[config.mk]
export PLATFORM = sky130hd
export DESIGN_NAME = acc_comparator_ctrl
export DESIGN_NICKNAME = d
export VERILOG_FILES = /design/src/core/acc_pkg.sv /design/src/core/acc_sync.sv /design/src/core/acc_edge.sv /design/src/core/acc_comparator_ctrl.sv
export SDC_FILE = /design/constraint.sdc
export NUM_CORES = 1
export LEC_CHECK = 0
export BUFFER_PORTS_ARGS = -buffer_cell sky130_fd_sc_hd__buf_2
export CAP_MARGIN = 20
export CORE_UTILIZATION = 40
export CTS_BUF_LIST = sky130_fd_sc_hd__clkbuf_8 sky130_fd_sc_hd__clkbuf_16
export DETAILED_ROUTE_END_ITERATION = 8
export GPL_TIMING_DRIVEN = 0
export PLACE_DENSITY = 0.66
export RECOVER_POWER = 100
export SYNTH_ARGS = -nofsm -noshare
export SYNTH_HDL_FRONTEND = slang
export SYNTH_HIERARCHICAL = 1
export SYNTH_SLANG_ARGS = --single-unit
[constraint.sdc]
create_clock -name clk -period 3.63 [get_ports clk]
set_input_delay 0.5445 -clock clk [delete_from_list [all_inputs] [get_ports clk]]
set_output_delay 0.5445 -clock clk [all_outputs]
set_load 0.05 [all_outputs]
[src/core/acc_pkg.sv]
package acc_pkg;
  // ==========================================================
  // register map, word index on the plain register port
  localparam int ADDR_W = 2;
  localparam int DATA_W = 8;
  localparam logic [1:0] REG_CTRL = 2'h0;
  localparam logic [1:0] REG_STAT = 2'h1;
  localparam logic [1:0] REG_MASK = 2'h2;
  // ==========================================================
  // bit positions of comparator_status_control
  localparam int CTL_ON = 7;
  localparam int CTL_REF = 6;
  localparam int CTL_FLAG = 5;
  localparam int CTL_IE = 4;
  localparam int CTL_LVL = 3;
  localparam int CTL_PIN = 2;
  // bit positions shared by event status and event mask
  localparam int EVT_CMP = 0;
  localparam int EVT_RISE = 1;
  localparam int EVT_FALL = 2;
  // ==========================================================
  // values after reset, synchroniser stage default and limit
  localparam logic [7:0] CTRL_RST = 8'h00;
  localparam logic [2:0] EVT_RST = 3'h0;
  localparam int SYNC_STAGES_DEF = 2;
  localparam int SYNC_STAGES_MAX = 8;
  // ==========================================================
  // types
  typedef enum logic [1:0] {
    MODE_FALL_A = 2'h0,
    MODE_RISE = 2'h1,
    MODE_FALL_B = 2'h2,
    MODE_BOTH = 2'h3
  } acc_mode_t;
  typedef enum logic [2:0] {
    ST_OFF = 3'h1,
    ST_WARM = 3'h2,
    ST_RUN = 3'h4
  } acc_state_t;
  typedef struct packed {
    logic [ADDR_W-1:0] addr;
    logic [DATA_W-1:0] wdata;
    logic wr;
    logic rd;
  } acc_bus_req_t;
  typedef struct packed {
    logic on;
    logic ref_sel;
    logic ie;
    logic pin_en;
    acc_mode_t mode;
  } acc_cfg_t;
  typedef struct packed {
    logic rise;
    logic fall;
  } acc_edge_t;
endpackage

[src/core/acc_sync.sv]
`timescale 1ns/1ps
module acc_sync #(
  parameter int STAGES = 2
) (
  input wire logic clk,
  input wire logic reset,
  input wire logic async_in,
  output logic sync_out
);
  import acc_pkg::*;

  // ==========================================================
  // elaboration check
  generate
    if (STAGES < 2 || STAGES > SYNC_STAGES_MAX) begin : g_bad
      $error("acc_sync: STAGES out of range");
    end
  endgenerate

  logic [STAGES-1:0] chain_ff;

  // first stage feeds only the next stage
  always_ff @(posedge clk) begin
    if (reset) begin
      chain_ff <= '0;
    end else begin
      chain_ff <= {chain_ff[STAGES-2:0], async_in};
    end
  end

  assign sync_out = chain_ff[STAGES-1];
endmodule

[src/core/acc_edge.sv]
`timescale 1ns/1ps
module acc_edge (
  input wire logic clk,
  input wire logic reset,
  input wire logic level,
  input wire logic arm,
  output acc_pkg::acc_edge_t edges
);
  import acc_pkg::*;

  logic prev_ff;

  // previous level tracks even while disarmed, so the
  // first armed cycle compares against a valid sample
  always_ff @(posedge clk) begin
    if (reset) begin
      prev_ff <= 1'b0;
    end else begin
      prev_ff <= level;
    end
  end

  // one driver for the whole struct
  assign edges = '{rise: arm & level & ~prev_ff,
    fall: arm & ~level & prev_ff};
endmodule

[src/core/acc_comparator_ctrl.sv]
`timescale 1ns/1ps
module acc_comparator_ctrl #(
  parameter int SYNC_STAGES = acc_pkg::SYNC_STAGES_DEF
) (
  input wire logic clk,
  input wire logic reset,
  input wire acc_pkg::acc_bus_req_t bus,
  output logic [acc_pkg::DATA_W-1:0] rdata,
  input wire logic comp_raw,
  input wire logic stop_mode,
  output logic analog_on,
  output logic ref_select,
  output logic out_pin,
  output logic out_pin_oe_n,
  output logic irq
);
  import acc_pkg::*;

  // ==========================================================
  // elaboration check
  generate
    if (SYNC_STAGES < 2 || SYNC_STAGES > SYNC_STAGES_MAX) begin : g_bad
      $error("acc_comparator_ctrl: SYNC_STAGES out of range");
    end
  endgenerate

  // sync flush plus one cycle to load the edge reference
  localparam logic [3:0] WARM_LAST = 4'(SYNC_STAGES);

  // ==========================================================
  // state
  acc_cfg_t cfg_ff, nxt_cfg;
  acc_state_t state_ff, nxt_state;
  logic [3:0] warm_ff, nxt_warm;
  logic flag_ff, nxt_flag;
  logic rise_seen_ff, nxt_rise_seen;
  logic fall_seen_ff, nxt_fall_seen;
  logic mask_rise_ff, nxt_mask_rise;
  logic mask_fall_ff, nxt_mask_fall;
  logic level_ff, nxt_level;
  logic [DATA_W-1:0] rdata_ff, nxt_rdata;
  logic analog_on_ff;
  logic ref_select_ff;
  logic out_pin_ff;
  logic out_pin_oe_n_ff;
  logic irq_ff, nxt_irq;

  // ==========================================================
  // comparator input path
  logic comp_sync;
  acc_edge_t edges;
  logic run;

  // raw output is high when + exceeds -, asynchronous to clk
  acc_sync #(
    .STAGES(SYNC_STAGES)
  ) u_sync (
    .clk(clk),
    .reset(reset),
    .async_in(comp_raw),
    .sync_out(comp_sync)
  );

  // edges only count once the synchroniser has settled
  acc_edge u_edge (
    .clk(clk),
    .reset(reset),
    .level(comp_sync),
    .arm(run),
    .edges(edges)
  );

  // ==========================================================
  // register port decode
  logic wr_ctrl, wr_stat, wr_mask;
  logic rd_ctrl, rd_stat, rd_mask;
  logic clr_flag, clr_rise, clr_fall;
  logic active_req, ref_change;
  logic hit;

  assign wr_ctrl = bus.wr && bus.addr == REG_CTRL;
  assign wr_stat = bus.wr && bus.addr == REG_STAT;
  assign wr_mask = bus.wr && bus.addr == REG_MASK;
  assign rd_ctrl = bus.rd && bus.addr == REG_CTRL;
  assign rd_stat = bus.rd && bus.addr == REG_STAT;
  assign rd_mask = bus.rd && bus.addr == REG_MASK;

  // write-one-to-clear, reachable from either view of the flag
  assign clr_flag = (wr_ctrl & bus.wdata[CTL_FLAG])
    | (wr_stat & bus.wdata[EVT_CMP]);
  assign clr_rise = wr_stat & bus.wdata[EVT_RISE];
  assign clr_fall = wr_stat & bus.wdata[EVT_FALL];

  // stop overrides the enable without touching the register
  assign active_req = cfg_ff.on & ~stop_mode;
  // a new reference source glitches the output: settle again
  assign ref_change = wr_ctrl
    && bus.wdata[CTL_REF] != cfg_ff.ref_sel;
  assign run = state_ff == ST_RUN;

  // ==========================================================
  // event selection by mode
  function automatic logic mode_hit(
    input acc_mode_t mode,
    input acc_edge_t e
  );
    logic h;
    h = 1'b0;
    case (mode)
      MODE_FALL_A: h = e.fall;
      MODE_RISE: h = e.rise;
      MODE_FALL_B: h = e.fall;
      MODE_BOTH: h = e.rise | e.fall;
      default: h = 1'b0;
    endcase
    return h;
  endfunction

  assign hit = mode_hit(cfg_ff.mode, edges);

  // ==========================================================
  // control fields, bit 3 is read only
  always_comb begin
    nxt_cfg = cfg_ff;
    if (wr_ctrl) begin
      nxt_cfg.on = bus.wdata[CTL_ON];
      nxt_cfg.ref_sel = bus.wdata[CTL_REF];
      nxt_cfg.ie = bus.wdata[CTL_IE];
      nxt_cfg.pin_en = bus.wdata[CTL_PIN];
      nxt_cfg.mode = acc_mode_t'(bus.wdata[1:0]);
    end else if (wr_mask) begin
      nxt_cfg.ie = bus.wdata[EVT_CMP];
    end
  end

  // ==========================================================
  // enable sequencing
  always_comb begin
    nxt_state = state_ff;
    nxt_warm = warm_ff;
    case (state_ff)
      ST_OFF: begin
        nxt_warm = 4'h0;
        if (active_req) begin
          nxt_state = ST_WARM;
        end
      end
      ST_WARM: begin
        nxt_warm = warm_ff + 4'h1;
        if (!active_req) begin
          nxt_state = ST_OFF;
        end else if (ref_change) begin
          nxt_warm = 4'h0;
        end else if (warm_ff == WARM_LAST) begin
          nxt_state = ST_RUN;
        end
      end
      ST_RUN: begin
        nxt_warm = 4'h0;
        if (!active_req) begin
          nxt_state = ST_OFF;
        end else if (ref_change) begin
          nxt_state = ST_WARM;
        end
      end
      default: begin
        nxt_state = ST_OFF;
        nxt_warm = 4'h0;
      end
    endcase
  end

  // ==========================================================
  // sticky events: a set in the clear cycle wins
  assign nxt_flag = hit | (flag_ff & ~clr_flag);
  assign nxt_rise_seen = edges.rise | (rise_seen_ff & ~clr_rise);
  assign nxt_fall_seen = edges.fall | (fall_seen_ff & ~clr_fall);
  assign nxt_mask_rise = wr_mask ? bus.wdata[EVT_RISE] : mask_rise_ff;
  assign nxt_mask_fall = wr_mask ? bus.wdata[EVT_FALL] : mask_fall_ff;

  // irq from next values so it rises with the flag itself
  assign nxt_irq = (nxt_flag & nxt_cfg.ie)
    | (nxt_rise_seen & nxt_mask_rise)
    | (nxt_fall_seen & nxt_mask_fall);

  // level reads zero unless the comparator runs
  assign nxt_level = (nxt_state == ST_RUN) & comp_sync;

  // ==========================================================
  // read data stand for one cycle, zero otherwise
  always_comb begin
    nxt_rdata = '0;
    if (rd_ctrl) begin
      nxt_rdata = {cfg_ff.on, cfg_ff.ref_sel, flag_ff,
        cfg_ff.ie, level_ff, cfg_ff.pin_en, cfg_ff.mode};
    end else if (rd_stat) begin
      nxt_rdata = {5'h00, fall_seen_ff, rise_seen_ff, flag_ff};
    end else if (rd_mask) begin
      nxt_rdata = {5'h00, mask_fall_ff, mask_rise_ff, cfg_ff.ie};
    end
  end

  // ==========================================================
  // register update
  always_ff @(posedge clk) begin
    if (reset) begin
      cfg_ff <= acc_cfg_t'(6'h00);
      state_ff <= ST_OFF;
      warm_ff <= 4'h0;
      flag_ff <= 1'b0;
      rise_seen_ff <= 1'b0;
      fall_seen_ff <= 1'b0;
      mask_rise_ff <= 1'b0;
      mask_fall_ff <= 1'b0;
      level_ff <= 1'b0;
      rdata_ff <= CTRL_RST;
      irq_ff <= 1'b0;
    end else begin
      cfg_ff <= nxt_cfg;
      state_ff <= nxt_state;
      warm_ff <= nxt_warm;
      flag_ff <= nxt_flag;
      rise_seen_ff <= nxt_rise_seen;
      fall_seen_ff <= nxt_fall_seen;
      mask_rise_ff <= nxt_mask_rise;
      mask_fall_ff <= nxt_mask_fall;
      level_ff <= nxt_level;
      rdata_ff <= nxt_rdata;
      irq_ff <= nxt_irq;
    end
  end

  // analog side controls and the output pin
  always_ff @(posedge clk) begin
    if (reset) begin
      analog_on_ff <= 1'b0;
      ref_select_ff <= 1'b0;
      out_pin_ff <= 1'b0;
      out_pin_oe_n_ff <= 1'b1;
    end else begin
      analog_on_ff <= nxt_cfg.on & ~stop_mode;
      ref_select_ff <= nxt_cfg.ref_sel;
      out_pin_ff <= nxt_cfg.pin_en & nxt_level;
      out_pin_oe_n_ff <= ~nxt_cfg.pin_en;
    end
  end

  assign rdata = rdata_ff;
  assign analog_on = analog_on_ff;
  assign ref_select = ref_select_ff;
  assign out_pin = out_pin_ff;
  assign out_pin_oe_n = out_pin_oe_n_ff;
  assign irq = irq_ff;
endmodule

==> metrics.md, run 1 <==
| Metric | Value |
|---|---|
| Htree depth | `2` |
| GRT Util Overall | `0.1611` |
| Vias in the first global route | `966` |
| WP data arrival | `2150 ps` |
| Status | `finished, final reports clean` |
| Peak supply drop | `0.0002934 V` |
| Die H | `59.85 µm` |
| Starting DRT DRC Count | `20` |
| Mapped Cells | `134` |
| First-pass GRT wire length | `4.077 mm` |
| Clock sink count | `34` |
| Yosys warns | `6` |
| Cell taking the most area after synthesis | `dfxtp_1` |
| Worst Skew | `4.069 ps` |
| Fin. Hold Viols | `0` |
| Leakage power | `0.5957 nW` |
| Worst Hold Class | `register to register` |
| Crit-path cells | `buf_2, clkbuf_1, nor3b_1, mux2i_1, nor2_1` |
| Worst-path fanout max | `10` |
| Number of flops mapped to enable cells by yosys | `0` |
| Final hold slack | `between 400 and 500 ps` |
| Crit path required time | `3780 ps` |
| Remaining Overflow, GRT | `0` |
| Area fraction in compound gates after synthesis | `0.08785` |
| N_diodes | `0` |
| Total wire length | `2.497 mm` |
| Least-Margin Pin Slew | `roughly 980 ps` |
| RSZ-0062 raised after global routing | `false` |
| Worst setup path class | `primary input to register` |
| CP startpoint | `bus[11]` |
| Setup_tns | `0 ps` |
| Cell variety after synth | `34` |
| I/O Pins | `29` |
| Worst path max stage delay | `about 840 ps` |
| Nets@finish | `186` |
| Mux cell area share after synthesis | `0.08224` |
| Slew Limit Fails | `0` |
| Drt first pass iters | `4` |
| Clock-pin slew on the worst setup and hold paths | `60 ps` |
| Sw frac | `0.2201` |
| Post-Synth Adder-Cell Area | `0.01869` |
| Share of layout cells above drive strength 1 | `0.1377` |
| Largest family of logic cells by synthesized area | `simple AND/OR/NAND/NOR gates` |
| Max clock buf depth | `2` |
| Final HPWL DP | `1.857 mm` |
| PwrDens | `441.6 nW/µm²` |
| Synth area leaders | `dfxtp_1 51%, mux2i_1 8.2%, nor2_1 6.4%` |
| Period utilization | `0.5495` |
| Post-synthesis sequential area ratio | `0.5084` |
| Synth Area per Inst | `9.991 µm²` |
| Total power | `0.6968 mW` |
| Reg power frac | `0.549` |
| Top_reg_cell synth | `dfxtp_1` |
| Clock network power share | `0.385` |
| # DRC | `0` |
| Global placement routability congestion | `0.7499` |
| Number of CTS-inserted buffers | `5` |
| Num rows | `20` |
| Vias/cell | `4.848` |
| Synth-to-Final Area Change | `17.85%` |
| FF+latch count, synth | `34` |
| Post-synthesis simple-gate area fraction | `0.2598` |
| Final setup vio count | `0` |
| Crit path buffers/inverters | `2` |
| Top-area cell type share of the netlist area | `0.5084` |
| Avg WL per Cell | `11.83 µm` |
| Starting Density | `0.4315` |
| Initial antenna violation count | `0` |
| Sw Pwr | `between 0.15 and 0.2 mW` |
| Largest net degree at the start of global routing | `11` |
| Post-Syn Area | `1339 µm²` |
| Fmax | `0.5013 GHz` |
| Slowest cell on crit path | `nor3b_1` |
| CTS hold repair buffers | `0` |
| Chip Width | `59.85 µm` |
| Worst slew margin | `0.3471` |
| Worst skew pair latency | `290 ps` |
| CTS tree | `yes` |
| # resized after CTS | `0` |
| Endpoint class of the critical path | `register` |
| Hold Crit Start | `level_ff` |
| Comb pwr share | `0.065` |
| Post-CTS Setup Repair Bufs | `0` |
| Final min period | `1995 ps` |
| Synthesized Nets | `152` |
| Startpoint types | `primary input` |
| Clock tree root driver cell | `clkbuf_8` |
| Die ar. | `3582 µm²` |
| Pint | `0.5434 mW` |
| PortBufs | `27` |
| XOR/XNOR Fraction of Synth Area | `0.01963` |
| Maxcap violations | `0` |
| Crit path max-delay family | `simple AND/OR/NAND/NOR gates` |
| Core box area | `between 3000 and 4000 µm²` |
| Fill cells | `about 310` |
| Ys async rst share | `0` |
| Vias | `1023` |
| R2r startpoint | `state_ff[1]` |
| Post-route ant nets | `0` |
==> worst register-to-register path, cell delays in order (launching register included) <==
cell	delay [ps]
dfxtp_1	410
nand2b_1	180
nor2_1	80
and3b_2	220
a22oi_1	230
nand2_1	90
a211o_1	300
==> synthesized netlist by cell type, drive strengths merged (3+ instances only) <==
master / instances
a21oi: 9
and2: 5
and3b: 3
dfxtp: 34
mux2i: 11
nand2b: 7
nor2: 23
nor2b: 7
nor3: 7
==> worst paths after layout <==
check / cells past startpoint / endpoint / slack [ps]
hold / removal: 1 / rdata[3] / 430
hold reg to reg: 1 / rdata[3] / 430
setup / recovery: 5 / cfg_ff[2] / 1640
setup reg to reg: 6 / irq / 2030
==> layout by cell type (no fill, tap or decap), types with 2 or more instances in the layout <==
cell and instances:
dfxtp_1 34, nor2_1 23, clkbuf_1 17, buf_2 13, mux2i_1 11, a21oi_1 9
nor2b_1 7, nand2b_1 6, nor3_1 6, clkbuf_8 6, and2_0 5, inv_1 2
xnor2_1 2, nor3b_1 2, nand4b_1 2, and3b_1 2, nand2_1 2, ha_1 2
==> stage by stage <==
| step | util | setup slack [ps] | std cells | instance area [µm²] |
|---|---|---|---|---|
| 5_1_grt | 0.5085 | 1492 | 211 | 1578 |
| 3_5_place_dp | 0.4927 | 1715 | 205 | 1529 |
| 2_1_floorplan | - | 2030 | 134 | 1339 |
| 3_3_place_gp | 0.4927 | 1689 | 205 | 1529 |
| 6_report | 0.5085 | 1635 | 211 | 1578 |
| 4_1_cts | 0.5194 | 2013 | 211 | 1612 |
==> power by group through the flow <==
| stage | Sequential (mW) | Clock [mW] | Combinational, mW |
|---|---|---|---|
| 6_report | 0.383 | 0.269 | 0.0454 |
| 2_1_floorplan | 0.395 | 0 | 0.0259 |
| 5_1_grt | 0.383 | 0.295 | 0.0495 |
| 4_1_cts | 0.383 | 0.279 | 0.0479 |
| 3_5_place_dp | 0.391 | 0 | 0.0477 |
| 3_3_place_gp | 0.391 | 0 | 0.0472 |
==> flip-flops by register name, summed over array words and instances, names as in the netlist, 2 cells and up <==
register / count
cfg_ff: 5
state_ff: 3
rdata: 8
u_sync/chain_ff: 2
warm_ff: 4
==> routing by layer <==
layer,vias up,global-route usage,part of all wire
met4,0,0.07973,0.020
met1,465,0.1846,0.45
met2,24,0.2524,0.48
met5,-,0,0
li1,528,-,-
met3,6,0.07359,0.056
==> layout make-up <==
| type | instances | area, µm² | share of cell area |
|---|---|---|---|
| Buffer | 4 | 22.52 | 0.01427 |
| Clock buffer | 6 | 82.58 | 0.05234 |
| Inverter | 2 | 7.507 | 0.004758 |
| Multi-Input combinational cell | 94 | 611.8 | 0.3878 |
| Sequential cell | 34 | 680.7 | 0.4314 |
| Tap cell | 44 | 55.05 | 0.03489 |
| Timing Repair Buffer | 27 | 117.6 | 0.07454 |
==> kinds of logic (layout without fill, tap and decap cells) <==
logic type      after synthesis  after routing
simple gates                 61             61
buf+inv                       6             39
compound gates               17             17
fa+ha+maj                     2              2
mux                          11             11
flops                        34             34
xor+xnor                      3              3
No activity file was read; power rests on OpenSTA's default activity.
==> run 2, diff against run 1 <==
ABC_AREA = 1   (was unset)
PLACE_DENSITY = 0.65   (was 0.66)
clock period = 2.1 ns   (was 3.63 ns; I/O delays follow)
==> metrics.md, run 2 <==
| Metric | Value |
|---|---|
| Least-Margin Pin Slew | `599.1 ps` |
| Largest family of logic cells by synthesized area | `simple AND/OR/NAND/NOR gates` |
| Mux cell area share after synthesis | `0` |
| Post-synthesis simple-gate area fraction | `0.3099` |
| Worst Skew | `7.109 ps` |
| Max reg flops | `8` |
| Clock-pin slew on the worst setup and hold paths | `70 ps` |
| RSZ-0062 raised after global routing | `false` |
| First-pass GRT wire length | `roughly 4.6 mm` |
| PwrDens | `803.8 nW/µm²` |
| Slew Limit Fails | `0` |
| Crit path required time | `2270 ps` |
| Synth area leaders | `dfxtp_1 48%, nand2_1 10%, inv_1 8.2%` |
| Peak supply drop | `0.0005145 V` |
| Synth cell count leaders | `39 x nand2_1, 34 x dfxtp_1, 31 x inv_1` |
| # DRC | `0` |
| Commonest non-fill, non-tap cell in the layout | `nand2_1` |
| Yosys warns | `6` |
| Vias/cell | `4.564` |
| Ys async rst share | `0` |
| Cell variety after synth | `23` |
| Post-synthesis sequential area ratio | `0.4789` |
| Final setup vio count | `0` |
| Synthesized Nets | `about 210` |
| Cell taking the most area after synthesis | `dfxtp_1` |
| Endpoint class of the critical path | `register` |
| Global placement routability congestion | `~0.8` |
| Chip Width | `61.61 µm` |
| N_diodes | `0` |
| Num rows | `21` |
| Synth-to-Final Area Change | `18.75%` |
| Maxcap violations | `0` |
| Worst skew pair latency | `approximately 280 ps` |
| CTS tree | `yes` |
| Starting Density | `0.4226` |
| Area fraction in compound gates after synthesis | `0.06866` |
| Vias | `approximately 1200` |
| WP data arrival | `1640 ps` |
| Startpoint types | `primary input` |
| Nets@finish | `245` |
| Final HPWL DP | `2.026 mm` |
| Remaining Overflow, GRT | `0` |
| Largest net degree at the start of global routing | `11` |
| Core box area | `3363 µm²` |
| Synth Area per Inst | `about 7.4 µm²` |
| Top-area cell type share of the netlist area | `0.4789` |
| Fmax | `0.6828 GHz` |
| Leakage power | `0.7892 nW` |
| Post-route ant nets | `0` |
| XOR/XNOR Fraction of Synth Area | `0.01232` |
| FF+latch count, synth | `34` |
| Die ar. | `3796 µm²` |
| Share of layout cells above drive strength 1 | `0.1542` |
| Worst Hold Class | `primary input to register` |
| Post-CTS Setup Repair Bufs | `0` |
| Dpl cells | `266` |
| Worst slew margin | `0.6023` |
| PortBufs | `27` |
| Mapped Cells | `between 150 and 200` |
| Clock tree root driver cell | `clkbuf_8` |
| I/O Pins | `29` |
| Vias in the first global route | `1065` |
| Number of flops mapped to enable cells by yosys | `0` |
| Drt first pass iters | `4` |
| Status | `finished, final reports clean` |
| Post-Synth Adder-Cell Area | `0.01761` |
| Htree depth | `2` |
| Die H | `61.61 µm` |
| CTS hold repair buffers | `0` |
| Clock sink count | `34` |
| Initial antenna violation count | `0` |
| Starting DRT DRC Count | `between 40 and 50` |
| Setup_tns | `0 ps` |
| Max clock buf depth | `2` |
| Avg WL per Cell | `just over 10 µm` |
| Period utilization | `0.6974` |
| Fin cells | `273` |
| Number of CTS-inserted buffers | `5` |
| # resized after CTS | `0` |
| Worst-path fanout max | `10` |
| Worst setup path class | `primary input to register` |
| Post-Syn Area | `1421 µm²` |
| Most numerous cell in the Yosys netlist | `nand2_1` |
| Final min period | `1465 ps` |
| Top_reg_cell synth | `dfxtp_1` |
| Most frequent cells in the layout | `41 x nand2_1, 34 x dfxtp_1, 31 x inv_1` |
| Total wire length | `2.803 mm` |
| GRT Util Overall | `0.1723` |
| Fin. Hold Viols | `0` |
## run 2: layer usage
metal  vias up  GRT usage  wire length (µm)
met5         -          0                 0
met4         0    0.08571                25
met3         4    0.04412               152
li1        658          -                 -
met1       547     0.2164              1313
met2        37     0.2734              1311
## run 2: worst max-delay path, cell delays in order
cell and delay (ps):
clkbuf_1 130, clkbuf_1 400, inv_1 190, clkbuf_1 270, nand3_1 250, nor2_1 70
## run 2: kinds of logic after synthesis
logic type	Yosys count
DFF	34
AOI/OAI and AO/OA	18
and+or+nand+nor	97
buffers and inverters	40
adders and majority gates	2
xor gates and xnor gates	2
## run 2: final timing paths
kind,startpoint,slack [ps],endpoint,cells past startpoint
worst max-delay path,reset,640,rdata[7],6
worst min-delay path,stop_mode,230,analog_on,2
worst max register to register,state_ff[1],740,irq,11
worst min register to register,u_sync/chain_ff[0],410,u_sync/chain_ff[1],2
## run 2: report_power, final
part	internal, mW	total [mW]	leakage, nW	switching, mW
clock	0.379	0.600	0.0573	0.221
combinational	0.0280	0.0918	0.456	0.0638
sequential	0.658	0.665	0.276	0.00655
total	1.07	1.36	0.789	0.291
## run 2: cell type report
class                           count  area (µm²)
Clock buffer                        6       82.58
Buffer                              3       11.26
Clock inverter                      1       30.03
Inverter                           37       138.9
Timing Repair Buffer               27       117.6
Multi-Input combinational cell    119       569.3
Fill cell                         383        1675
Tap cell                           46       57.56
Sequential cell                    34       680.7
## run 2: stage by stage
step | cell area, µm² | hold slack [ps] | total power [mW] | setup WS, ps | utilization
4_1_cts | 1727 | 215.0 | 1.376 | 733.9 | 0.5134
2_1_floorplan | 1421 | 386.0 | 0.7392 | 766.2 | -
3_5_place_dp | 1614 | 398.2 | 0.7754 | 642.2 | 0.4799
6_report | 1688 | 226.8 | 1.357 | 635.4 | 0.5019
5_1_grt | 1688 | 231.2 | 1.416 | 525.8 | 0.5019
3_3_place_gp | 1614 | 396.5 | 0.7742 | 655.7 | 0.4799
